## src/verilog/cic_regs.vh

```
// register offsets, field positions and timing counts for the cascaded interrupt controller
`ifndef CIC_REGS_VH
`define CIC_REGS_VH
`define CIC_MASTER_CMD_PORT 8'h20
`define CIC_MASTER_MASK_PORT 8'h21
`define CIC_SLAVE_CMD_PORT 8'ha0
`define CIC_SLAVE_MASK_PORT 8'ha1
`define CIC_INIT_BIT 4
`define CIC_LTIM_BIT 3
`define CIC_EOI_BIT 5
`define CIC_SL_BIT 6
`define CIC_AUTO_EOI_MODE_BIT 1
`define CIC_OCW3_BIT 3
`define CIC_RR_BIT 1
`define CIC_RIS_BIT 0
`define CIC_CASCADE_IN 3'h2
`define CIC_SPURIOUS_LINE 3'h7
`define CIC_MOUSE_BIT 4
`define CIC_STEER_OFF 4'h0
`define CIC_ACK_PULSE_CYC 2
`define CIC_ACK_GAP_CYC 1
`endif

```

## src/verilog/cic_top.v

```verilog
// cascaded interrupt controller pair with pci acknowledge conversion and steering
`timescale 1ns/1ps
//
// Function
// - master serves lines 0-7, slave serves lines 8-15
// - slave output feeds master input 2; no external line 2
// - master input 0 comes from timer counter 0 output
// - slave line 13 comes from fpu error input
// - each line selectable edge or level detection
// - four pci lines steerable to 3-7, 9-12, 14 or 15
// - controllers initialized separately; defaults edge, normal eoi, cascade on
// - mouse bit set makes line 12 come from mouse source
// - line 15 has no pin; serial and pci sources may drive it
// - active request sets its request latch bit
// - latched unmasked higher-priority request raises cpu request
// - one pci acknowledge makes two internal acknowledge pulses
// - acknowledge sequence completes in minimum cycles
// - first pulse sets top in-service bit, clears latch, no drive
// - master broadcasts 3-bit cascade code after first pulse
// - second pulse releases 8-bit vector to complete pci acknowledge
// - auto eoi clears in-service after second pulse, else eoi command
// - no request at acknowledge yields level 7
// - first pulse freezes state for stable priority resolution
// - vector is base bits 7-3 and line number bits 2-0
// - priority 0,1, slave 8-15, then master 3-7
// - slave answers only if cascade code matches its id bits
// - init bit write starts init; three mask-port writes follow
// - mask word bit one masks its line
// - non-specific eoi clears lowest-numbered set in-service bit
module cic_top (
  input wire i_clk,
  input wire i_rst_n,
  input wire i_io_wr,
  input wire i_io_rd,
  input wire [7:0] i_io_addr,
  input wire [7:0] i_io_wdata,
  output reg [7:0] o_io_rdata,
  input wire i_pci_int_ack_pulse,
  output reg o_int_ack_pulse_done,
  output reg [7:0] o_int_ack_pulse_vector,
  output reg o_cpu_int_request,
  input wire [15:0] i_irq_pins,
  input wire [3:0] i_pci_int_lines_n,
  input wire [15:0] i_serial_irq_stream,
  input wire i_timer0_out,
  input wire i_fpu_error_in_n,
  input wire i_mouse_irq_line,
  input wire [7:0] i_xbus_chip_select_cfg,
  input wire [15:0] i_edge_level_cfg,
  input wire [15:0] i_pci_steer_cfg
);
`include "cic_regs.vh"

// ************
// functions
// ************
  // lowest set bit index, no rotation so bit 0 wins; 8 when none set
  function [3:0] cic_top_bit;
    input [7:0] v;
    integer k;
    begin
      cic_top_bit = 4'h8;
      for (k = 7; k >= 0; k = k - 1) begin
        if (v[k]) begin
          cic_top_bit = k[3:0];
        end
      end
    end
  endfunction

  function cic_steer_ok;
    input [3:0] n;
    begin
      cic_steer_ok = (n >= 4'h3 && n <= 4'h7) || (n >= 4'h9 && n <= 4'hc) || n == 4'he || n == 4'hf;
    end
  endfunction

// ************
// input synchronisers
// ************
  reg [15:0] pin_s1_reg, pin_s2_reg, ser_s1_reg, ser_s2_reg;
  reg [3:0] pci_s1_reg, pci_s2_reg;
  reg [2:0] misc_s1_reg, misc_s2_reg;
  always @(posedge i_clk or negedge i_rst_n) begin
    if (!i_rst_n) begin
      pin_s1_reg <= 16'h0000;
      pin_s2_reg <= 16'h0000;
      ser_s1_reg <= 16'h0000;
      ser_s2_reg <= 16'h0000;
      pci_s1_reg <= 4'hf;
      pci_s2_reg <= 4'hf;
      misc_s1_reg <= 3'h2;
      misc_s2_reg <= 3'h2;
    end else begin
      pin_s1_reg <= i_irq_pins;
      pin_s2_reg <= pin_s1_reg;
      ser_s1_reg <= i_serial_irq_stream;
      ser_s2_reg <= ser_s1_reg;
      pci_s1_reg <= i_pci_int_lines_n;
      pci_s2_reg <= pci_s1_reg;
      misc_s1_reg <= {i_mouse_irq_line, i_fpu_error_in_n, i_timer0_out};
      misc_s2_reg <= misc_s1_reg;
    end
  end

// ************
// request line assembly
// ************
  reg [15:0] raw_req;
  integer p;
  always @* begin
    raw_req = pin_s2_reg | ser_s2_reg;
    raw_req[15] = ser_s2_reg[15];
    raw_req[8] = pin_s2_reg[8];
    if (i_xbus_chip_select_cfg[`CIC_MOUSE_BIT]) begin
      raw_req[12] = misc_s2_reg[2] | ser_s2_reg[12];
    end
    for (p = 0; p < 4; p = p + 1) begin
      if (!pci_s2_reg[p] && cic_steer_ok(i_pci_steer_cfg[p*4 +: 4])) begin
        raw_req[i_pci_steer_cfg[p*4 +: 4]] = 1'b1;
      end
    end
    raw_req[0] = misc_s2_reg[0];
    raw_req[13] = ~misc_s2_reg[1];
    raw_req[2] = 1'b0;
  end

// ************
// controller state, index 0 master, 1 slave
// ************
  reg [7:0] irr_reg [0:1];
  reg [7:0] isr_reg [0:1];
  reg [7:0] imr_reg [0:1];
  reg [7:0] prev_reg [0:1];
  reg [4:0] base_reg [0:1];
  reg [7:0] casc_id_reg [0:1];
  reg [1:0] init_step_reg [0:1];
  reg auto_eoi_mode_reg [0:1];
  reg level_mode_reg [0:1];
  reg read_isr_reg [0:1];
  reg slave_int_reg;
  reg [15:0] line_in;
  always @* begin
    line_in = raw_req;
    line_in[2] = slave_int_reg;
  end

// ************
// request events
// ************
  // request event per line, one cycle on edge lines, the level itself on level lines; an event landing in the acknowledge
  // cycle must not be lost to the latch clear, so the set wins
  reg [15:0] set_req;
  integer q;
  always @* begin
    set_req = 16'h0000;
    for (q = 0; q < 16; q = q + 1) begin
      if (level_mode_reg[q / 8] || i_edge_level_cfg[q]) begin
        set_req[q] = line_in[q];
      end else begin
        set_req[q] = line_in[q] && !prev_reg[q / 8][q % 8];
      end
    end
  end

  // acknowledge sequencer
  localparam ST_IDLE = 3'h0;
  localparam ST_P1 = 3'h1;
  localparam ST_GAP = 3'h2;
  localparam ST_P2 = 3'h3;
  localparam ST_DONE = 3'h4;
  reg [2:0] state_reg;
  reg [1:0] cnt_reg;
  reg [2:0] casc_bus_reg;
  reg [2:0] m_line_reg, s_line_reg;
  reg m_valid_reg, s_valid_reg;

  // master and slave priority, cascade input in master line 2's slot
  wire [7:0] m_pend = irr_reg[0] & ~imr_reg[0];
  wire [7:0] s_pend = irr_reg[1] & ~imr_reg[1];
  wire [3:0] m_top = cic_top_bit(m_pend);
  wire [3:0] s_top = cic_top_bit(s_pend);
  wire [3:0] m_isr_top = cic_top_bit(isr_reg[0]);
  wire [3:0] s_isr_top = cic_top_bit(isr_reg[1]);
  wire m_qual = !m_top[3] && (m_isr_top[3] || m_top < m_isr_top);
  wire s_qual = !s_top[3] && (s_isr_top[3] || s_top < s_isr_top);

  integer c, b;
  always @(posedge i_clk or negedge i_rst_n) begin
    if (!i_rst_n) begin
      for (c = 0; c < 2; c = c + 1) begin
        irr_reg[c] <= 8'h00;
        isr_reg[c] <= 8'h00;
        imr_reg[c] <= 8'h00;
        prev_reg[c] <= 8'h00;
        base_reg[c] <= 5'h00;
        casc_id_reg[c] <= 8'h00;
        init_step_reg[c] <= 2'h0;
        auto_eoi_mode_reg[c] <= 1'b0;
        level_mode_reg[c] <= 1'b0;
        read_isr_reg[c] <= 1'b0;
      end
      slave_int_reg <= 1'b0;
      state_reg <= ST_IDLE;
      cnt_reg <= 2'h0;
      casc_bus_reg <= 3'h0;
      m_line_reg <= 3'h0;
      s_line_reg <= 3'h0;
      m_valid_reg <= 1'b0;
      s_valid_reg <= 1'b0;
      o_int_ack_pulse_done <= 1'b0;
      o_int_ack_pulse_vector <= 8'h00;
      o_cpu_int_request <= 1'b0;
      o_io_rdata <= 8'h00;
    end else begin
      o_int_ack_pulse_done <= 1'b0;
      slave_int_reg <= s_qual;
      o_cpu_int_request <= m_qual && state_reg == ST_IDLE;
      for (c = 0; c < 2; c = c + 1) begin
        prev_reg[c] <= line_in[c*8 +: 8];
        for (b = 0; b < 8; b = b + 1) begin
          if (level_mode_reg[c] || i_edge_level_cfg[c*8+b]) begin
            if (line_in[c*8+b]) irr_reg[c][b] <= 1'b1;
            else if (state_reg == ST_IDLE) irr_reg[c][b] <= 1'b0;
          end else if (line_in[c*8+b] && !prev_reg[c][b]) begin
            irr_reg[c][b] <= 1'b1;
          end else if (!line_in[c*8+b] && state_reg == ST_IDLE) begin
            irr_reg[c][b] <= 1'b0; // withdrawn request drops, giving level 7 later
          end
        end
      end
      // cascade slot follows slave output except in a master init write cycle
      irr_reg[0][2] <= slave_int_reg;
      case (state_reg)
        ST_IDLE: begin
          if (i_pci_int_ack_pulse) begin
            state_reg <= ST_P1;
            cnt_reg <= 2'h0;
          end
        end
        ST_P1: begin
          // snapshot taken once; requests keep latching but winner is fixed
          if (cnt_reg == 2'h0) begin
            m_valid_reg <= !m_top[3];
            m_line_reg <= m_top[3] ? `CIC_SPURIOUS_LINE : m_top[2:0];
            s_valid_reg <= !s_top[3];
            s_line_reg <= s_top[3] ? `CIC_SPURIOUS_LINE : s_top[2:0];
            if (!m_top[3]) begin
              isr_reg[0][m_top[2:0]] <= 1'b1;
              if (m_top[2:0] != `CIC_CASCADE_IN && !set_req[{1'b0, m_top[2:0]}]) begin
                irr_reg[0][m_top[2:0]] <= 1'b0;
              end
              if (m_top[2:0] == `CIC_CASCADE_IN && !s_top[3]) begin
                isr_reg[1][s_top[2:0]] <= 1'b1;
                if (!set_req[{1'b1, s_top[2:0]}]) irr_reg[1][s_top[2:0]] <= 1'b0;
              end
            end
          end
          if (cnt_reg == `CIC_ACK_PULSE_CYC - 1) begin
            // code from the frozen winner, not the live latch
            casc_bus_reg <= m_valid_reg ? m_line_reg : 3'h0;
            state_reg <= ST_GAP;
          end
          cnt_reg <= cnt_reg + 2'h1;
        end
        ST_GAP: begin
          state_reg <= ST_P2;
        end
        ST_P2: begin
          if (m_valid_reg && m_line_reg == `CIC_CASCADE_IN) begin
            // master off the bus; slave drives only on id match
            if (casc_bus_reg == casc_id_reg[1][2:0]) begin
              o_int_ack_pulse_vector <= {base_reg[1], s_line_reg};
              if (auto_eoi_mode_reg[1] && s_valid_reg) isr_reg[1][s_line_reg] <= 1'b0;
            end else begin
              o_int_ack_pulse_vector <= 8'h00;
            end
          end else begin
            o_int_ack_pulse_vector <= {base_reg[0], m_line_reg};
          end
          if (auto_eoi_mode_reg[0] && m_valid_reg) isr_reg[0][m_line_reg] <= 1'b0;
          state_reg <= ST_DONE;
        end
        ST_DONE: begin
          o_int_ack_pulse_done <= 1'b1;
          state_reg <= ST_IDLE;
        end
        default: begin
          state_reg <= ST_IDLE;
        end
      endcase
      // port writes; assigned last, so they take priority over acknowledge effects above on same bit
      for (c = 0; c < 2; c = c + 1) begin
        if (i_io_wr && i_io_addr == (c == 0 ? `CIC_MASTER_CMD_PORT : `CIC_SLAVE_CMD_PORT)) begin
          if (i_io_wdata[`CIC_INIT_BIT]) begin
            init_step_reg[c] <= 2'h1;
            imr_reg[c] <= 8'h00;
            isr_reg[c] <= 8'h00;
            irr_reg[c] <= 8'h00;
            prev_reg[c] <= 8'hff; // fresh low-to-high edge needed after init
            level_mode_reg[c] <= i_io_wdata[`CIC_LTIM_BIT];
            read_isr_reg[c] <= 1'b0;
            auto_eoi_mode_reg[c] <= 1'b0;
            casc_id_reg[c] <= 8'h07;
          end else if (i_io_wdata[`CIC_OCW3_BIT]) begin
            if (i_io_wdata[`CIC_RR_BIT]) read_isr_reg[c] <= i_io_wdata[`CIC_RIS_BIT];
          end else if (i_io_wdata[`CIC_EOI_BIT]) begin
            if (i_io_wdata[`CIC_SL_BIT]) isr_reg[c][i_io_wdata[2:0]] <= 1'b0;
            else if (c == 0 && !m_isr_top[3]) isr_reg[0][m_isr_top[2:0]] <= 1'b0;
            else if (c == 1 && !s_isr_top[3]) isr_reg[1][s_isr_top[2:0]] <= 1'b0;
          end
        end
        if (i_io_wr && i_io_addr == (c == 0 ? `CIC_MASTER_MASK_PORT : `CIC_SLAVE_MASK_PORT)) begin
          case (init_step_reg[c])
            2'h1: begin
              base_reg[c] <= i_io_wdata[7:3];
              init_step_reg[c] <= 2'h2;
            end
            2'h2: begin
              casc_id_reg[c] <= i_io_wdata;
              init_step_reg[c] <= 2'h3;
            end
            2'h3: begin
              auto_eoi_mode_reg[c] <= i_io_wdata[`CIC_AUTO_EOI_MODE_BIT];
              init_step_reg[c] <= 2'h0;
            end
            default: begin
              imr_reg[c] <= i_io_wdata;
            end
          endcase
        end
      end
      // reads
      if (i_io_rd) begin
        case (i_io_addr)
          `CIC_MASTER_CMD_PORT: o_io_rdata <= read_isr_reg[0] ? isr_reg[0] : irr_reg[0];
          `CIC_MASTER_MASK_PORT: o_io_rdata <= imr_reg[0];
          `CIC_SLAVE_CMD_PORT: o_io_rdata <= read_isr_reg[1] ? isr_reg[1] : irr_reg[1];
          `CIC_SLAVE_MASK_PORT: o_io_rdata <= imr_reg[1];
          default: o_io_rdata <= 8'h00;
        endcase
      end
    end
  end
endmodule // cic_top

```

## config.mk

```make
export PLATFORM = sky130hd
export DESIGN_NAME = cic_top
export DESIGN_NICKNAME = d
export VERILOG_FILES = /design/src/verilog/cic_top.v
export VERILOG_INCLUDE_DIRS = /design/src /design/src/verilog
export SDC_FILE = /design/constraint.sdc
export NUM_CORES = 1
export LEC_CHECK = 0
export BUFFER_PORTS_ARGS = -buffer_cell sky130_fd_sc_hd__buf_4
export CAP_MARGIN = 25
export CORE_UTILIZATION = 35
export DETAILED_ROUTE_END_ITERATION = 8
export MAX_ROUTING_LAYER = met4
export SETUP_SLACK_MARGIN = 0.05
export SLEW_MARGIN = 20
export SYNTH_ARGS = -nofsm -noshare
export SYNTH_HDL_FRONTEND = slang
export SYNTH_SLANG_ARGS = --single-unit
```

## constraint.sdc

```tcl
create_clock -name i_clk -period 3.24 [get_ports i_clk]
set_input_delay 0.162 -clock i_clk [delete_from_list [all_inputs] [get_ports i_clk]]
set_output_delay 0.162 -clock i_clk [all_outputs]
set_load 0.02 [all_outputs]
```

[Word-level counts from Yosys, hierarchy flattened]
Index checks and enable logic that the tools add are counted.
Storage, ports and cells
  output and inout bits: 18
  input port bits: 100
  word-level logic and storage cells: 522
  register bits: 203
Cells by class
  reductions and logical operators: 150
  eq/ne operators: 29
  bitwise operators: 28
  magnitude comparators: 42
  multiplexer cells: 233
  add/sub/neg operators: 1
Operators by type and width (count)
  $mux W8: 44
  $mux W16: 9
  $mux W4: 32
  $mux W1: 117
  $and A8 B8 Y8: 10
  $not A8 Y8: 9
  $logic_and A1 B1 Y1: 66
  $or A16 B16 Y16: 4
  $logic_not A1 Y1: 37
  $eq A4 B4 Y1 const B: 8
  $pmux W16 S2: 1
  $pmux W8 S4: 1
  $logic_or A1 B1 Y1: 30
  $lt A3 B4 Y1 const B: 7
  $lt A4 B5 Y1 const B: 5
  $demux W1 S3: 7
  $ge A3 B1 Y1 const B: 7
  $demux W1 S4: 4
  $eq A8 B6 Y1 const B: 2
  $eq A8 B8 Y1 const B: 2
  $ge A4 B1 Y1 const B: 4
  $ge A4 B2 Y1 const B: 4
  $ge A4 B4 Y1 const B: 4
  $le A4 B3 Y1 const B: 4
  other kinds (28): 65

[Logic depth before layout (Yosys ltp)]
  word-level depth: 26
  depth in mapped cells: 10
  gate-level depth less buffers: 9

[Worst setup path after synthesis]
OpenSTA, ideal clock, no wires.
  path type: input port to flip-flop
  start point: input port i_io_addr[4]
  end point: register base_reg[5] (netlist bit)
  required time: 3.115 ns
  slack: 1.082 ns
  setup time: 0.125 ns
  stages on the path: 6
  arrival: 2.033 ns
  buffers on the path: 1
  path through: or4b_1 or4b_1 buf_6 nor3b_4 nand2_4 mux2_4
On the way
  word-level cells in the longest chain between the ends: 3
RTL lines
  start: declaration: line cic_top.v:35  | input wire [7:0] i_io_addr,
  $eq A8 B6 Y1: line cic_top.v:313  | if (i_io_wr && i_io_addr == (c == 0 ? `CIC_MASTER_MASK_PORT : `CIC_SLAVE_MASK_PORT)) begin
  $logic_and A1 B1 Y1: line cic_top.v:313
  $reduce_and A2 Y1 (no line)
  end signal: indexed assignment: line cic_top.v:316  | base_reg[c] <= i_io_wdata[7:3];
  end: declaration: line cic_top.v:135  | reg [4:0] base_reg [0:1];
Every way passes these cells.
A chain may end at the register's enable or synchronous reset.

[Worst setup path after layout]
  start point: register state_reg[2]
  end point: register isr_reg[0] (netlist bit)
On the way
  word-level cells in the longest chain between the ends: 9
  elaborated cells on any way between the ends: 11
  those cells by class: eq/ne: 2; mux: 7; bitwise: 2
RTL lines
  start: declaration: line cic_top.v:172  | reg [2:0] state_reg;
  start signal: assignment: line cic_top.v:204  | state_reg <= ST_IDLE;
  start signal: assignment: line cic_top.v:237  | state_reg <= ST_P1;
  start signal: assignment: line cic_top.v:262  | state_reg <= ST_GAP;
  $eq A3 B2 Y1 or $eq A3 B1 Y1 (tied branches): line cic_top.v:234  | case (state_reg)
  $pmux W16 S2 *: line cic_top.v:234
  $and A8 B8 Y8 (no line)
  $mux W8: line cic_top.v:310  | else if (c == 1 && !s_isr_top[3]) isr_reg[1][s_isr_top[2:0]] <= 1'b0;
  $mux W8: line cic_top.v:308  | if (i_io_wdata[`CIC_SL_BIT]) isr_reg[c][i_io_wdata[2:0]] <= 1'b0;
  $mux W8: line cic_top.v:307  | end else if (i_io_wdata[`CIC_EOI_BIT]) begin
  $mux W8: line cic_top.v:305  | end else if (i_io_wdata[`CIC_OCW3_BIT]) begin
  $mux W8: line cic_top.v:295  | if (i_io_wdata[`CIC_INIT_BIT]) begin
  $mux W8 *: line cic_top.v:294  | if (i_io_wr && i_io_addr == (c == 0 ? `CIC_MASTER_CMD_PORT : `CIC_SLAVE_CMD_PORT)) begin
  end signal: indexed assignment: line cic_top.v:298  | isr_reg[c] <= 8'h00;
  end signal: indexed assignment: line cic_top.v:308
  end signal: indexed assignment: line cic_top.v:309  | else if (c == 0 && !m_isr_top[3]) isr_reg[0][m_isr_top[2:0]] <= 1'b0;
  end: declaration: line cic_top.v:132  | reg [7:0] isr_reg [0:1];
Mark *: on every way between the ends. The rest lies on a longest branch, timed or not.

==> summary.txt <==
Status
  – Status: completed

Critical path
  – Critical path class: register to register
  – Cell mode on critical path: nor2_1
  – CP max stage delay: between 400 and 500 ps
  – CP Capture Type: register
  – Critical Path RT: roughly 3600 ps
  – Startpoint Class: register
  – CP Max Fanout: 7
  – CP delay by family, top: simple AND/OR/NAND/NOR gates
  – Slowest CP cell: dfrtp_1
  – Critical path, cell by cell: and2b_1, nor2b_1, and2_1, buf_4, nand3_1, nor2_1, a22oi_1, nor2_1
  – CP arrival: 2820 ps
  – Critical path buffers and inverters: 1

Global route
  – Initial antenna violation count: 0
  – First-pass GRT wire length: between 40 and 50 mm
  – Largest net degree at the start of global routing: a little under 80
  – Total gr overflow: 0
  – Vias in the first global route: between 7000 and 8000
  – Total GRT Usage: 0.207

Timing
  – Final hold vios: 0
  – Worst-Margin Slew: between 800 and 900 ps
  – Min Clock Period, post-route: between 2000 and 2500 ps
  – Fmax: 0.407 GHz
  – Fin. max-slew vios: 0
  – Worst slew margin: 0.430
  – Final setup fails: 0
  – Worst-case clock skew: 17.9 ps
  – Unrepaired setup endpoints after global routing: no
  – Final Cycle Share: 0.758
  – Setup TNS: 0 ps

CTS
  – CTS tree: built
  – Post-CTS setup buffers: 0
  – Worst skew pair latency: between 400 and 500 ps
  – Num CTS Buffers: 17
  – Htree depth: 4
  – Num Clock Sinks: around 180
  – CTS Buffer Depth: 2
  – CTS root buf: clkbuf_16
  – Cells resized by post-CTS repair: 0
  – Hold buffer count at cts: 34
  – Worst-path clk slew: about 80 ps

Pwr
  – Pint: about 4.2 mW
  – Sequential power share: 0.438
  – Leakage power: roughly 4.8 nW
  – Comb power frac: 0.229
  – Clock power share: 0.333
  – Sw Pwr: about 2.2 mW
  – Power Density: just under 600 nW/um^2
  – Worst VDD drop: roughly 0.00038 V
  – Switching share of power: 0.347

Yosys
  – Register bit total from synthesis: approximately 180
  – Synthesized Nets: between 1000 and 1500
  – Synthesized area per cell: 9.54 sq um
  – Post-synthesis sequential area ratio: 0.515
  – Post-synth top area share: 0.486
  – Most frequent cell after synthesis: dfrtp_1
  – Netlist Area Pre-Place: slightly below 9000 sq um
  – Post-synth EDFFs: 0
  – Top post-synthesis cells by area: dfrtp_1 49%, nand2_1 5.6%, o21ai_0 3.8%
  – Main synth FF type: dfrtp_1
  – Post-synth cell types: between 60 and 70
  – Ys Warns: 0
  – Post-Syn Instances: 934
  – Cell accounting for the most synthesized area: dfrtp_1
  – Async set-reset flop share out of synthesis: 1.00
  – Top cells by count, synth: 173 x dfrtp_1, 134 x nand2_1, 80 x nor2_1

Finish
  – Total Nets Final: ~1200
  – Fin area: 11000 sq um
  – Diodes inserted: 0
  – Layout area overhead: 23.5%
  – Layout cells sized above 1: 0.179

Job
  – Total of max-cap violations: 0

Placed design
  – Buffers on Ports: 101
  – Placed cell area: 10000 sq um
  – GPL Wtd Cong: slightly above 0.9
  – Detailed placement HPWL: roughly 19 mm

Routing
  – Via/cell ratio: approximately 5.3
  – Wirelength, routed: around 25 mm
  – Vias: ~7500
  – DRT iter0 DRCs: ~570
  – DRC Markers: 0
  – Post-DRT Antenna Nets: 0
  – DR WL/cell: approximately 18 um
  – DRT Pass-1 Iters: 5

Min path
  – Hold Path Class: primary input to register

Floorplanning
  – Die Ht: between 150 and 200 um
  – Row Count: 58
  – DIE AREA: 26100 sq um
  – Core area: between 20000 and 30000 sq um
  – IO Pins: around 120
  – Die width: 162 um
  – Initial Util: 0.355
-- worst paths after layout --
check,startpoint,to,slack [ps],depth (start not counted)
setup reg to reg,state_reg[2]$_DFFE_PN0P_,isr_reg[0]$_DFF_PN0_,780,8
setup / recovery,state_reg[2]$_DFFE_PN0P_,isr_reg[0]$_DFF_PN0_,780,8
max in group asynchronous,i_rst_n,pci_s1_reg[1]$_DFF_PN1_,1960,3
hold / removal,i_io_wdata[2],imr_reg[2]$_DFF_PN0_,40,3
hold reg to reg,ser_s1_reg[6]$_DFF_PN0_,ser_s2_reg[6]$_DFF_PN0_,350,0
min in group asynchronous,i_rst_n,o_int_ack_pulse_done$_DFF_PN0_,310,2
-- logic make-up after synthesis --
| family | share of synthesized area |
|---|---|
| buf+inv | 0.0334 |
| fa+ha+maj | 0.0225 |
| xor+xnor | 0.00295 |
| simple gates | 0.224 |
| mux | 0.0448 |
| compound gates | 0.157 |
| flops | 0.515 |
-- placed cells by master (no fill, tap or decap), drive strengths merged, types with 4 or more instances in the layout --
cell,count
a21o,4
o22ai,9
nor2,83
nor2b,21
a31oi,14
nand2b,33
clkinv,11
o41ai,6
a21oi,63
a221oi,4
o211ai,8
dfrtp,173
nand2,136
mux2i,8
dfstp,10
o21ai,70
nand3b,9
a211oi,4
inv,36
mux2,17
nor3,24
mux4,5
and3,6
o31ai,12
or3,8
nor4,7
clkbuf,18
and2,9
ha,16
nand3,38
a22oi,13
buf,115
nor3b,14
dlygate4sd3,34
or2,4
-- per-stage QoR --
step / hold WS, ps / utilization / setup WS, ps / instances / power [mW]
6_report: 42.9 / 0.438 / 784 / 1408 / 6.46
2_1_floorplan: -134 / - / 1080 / 934 / 3.67
5_1_grt: 29.4 / 0.438 / 585 / 1408 / 6.80
3_3_place_gp: 244 / 0.400 / 620 / 1342 / 4.29
4_1_cts: 17.8 / 0.438 / 799 / 1408 / 6.51
3_5_place_dp: 244 / 0.400 / 595 / 1342 / 4.32
-- power groups by stage --
stage | clock network (mW) | logic, mW | registers (mW)
3_5_place_dp | 0 | 1.45 | 2.87
3_3_place_gp | 0 | 1.43 | 2.87
6_report | 2.15 | 1.48 | 2.83
5_1_grt | 2.29 | 1.64 | 2.87
4_1_cts | 2.20 | 1.48 | 2.83
2_1_floorplan | 0 | 0.876 | 2.80
-- cell type report --
type | instances | area, sq um
fill | 2464 | 14100
sequential | 183 | 4590
multi-input combinational | 681 | 4020
timing repair buffer | 150 | 1230
clock buffer | 17 | 425
tap | 330 | 413
clock inverter | 15 | 204
inverter | 32 | 120
-- layer usage --
metal	share of wire	GRT usage	vias up
met3	0.050	0.0342	43
met1	0.45	0.268	3622
li1	-	-	3557
met4	0.027	0.0755	0
met5	0	-	-
met2	0.47	0.326	236
-- worst reg2reg max path, delay by kind of cell, from the launching register on --
| kind | cells | cell delay [ps] |
|---|---|---|
| buffers and inverters | 1 | 230 |
| DFF | 1 | 440 |
| and+or+nand+nor | 6 | 1550 |
| AOI/OAI and AO/OA | 1 | 170 |
No activity file was read; power rests on OpenSTA's default activity.
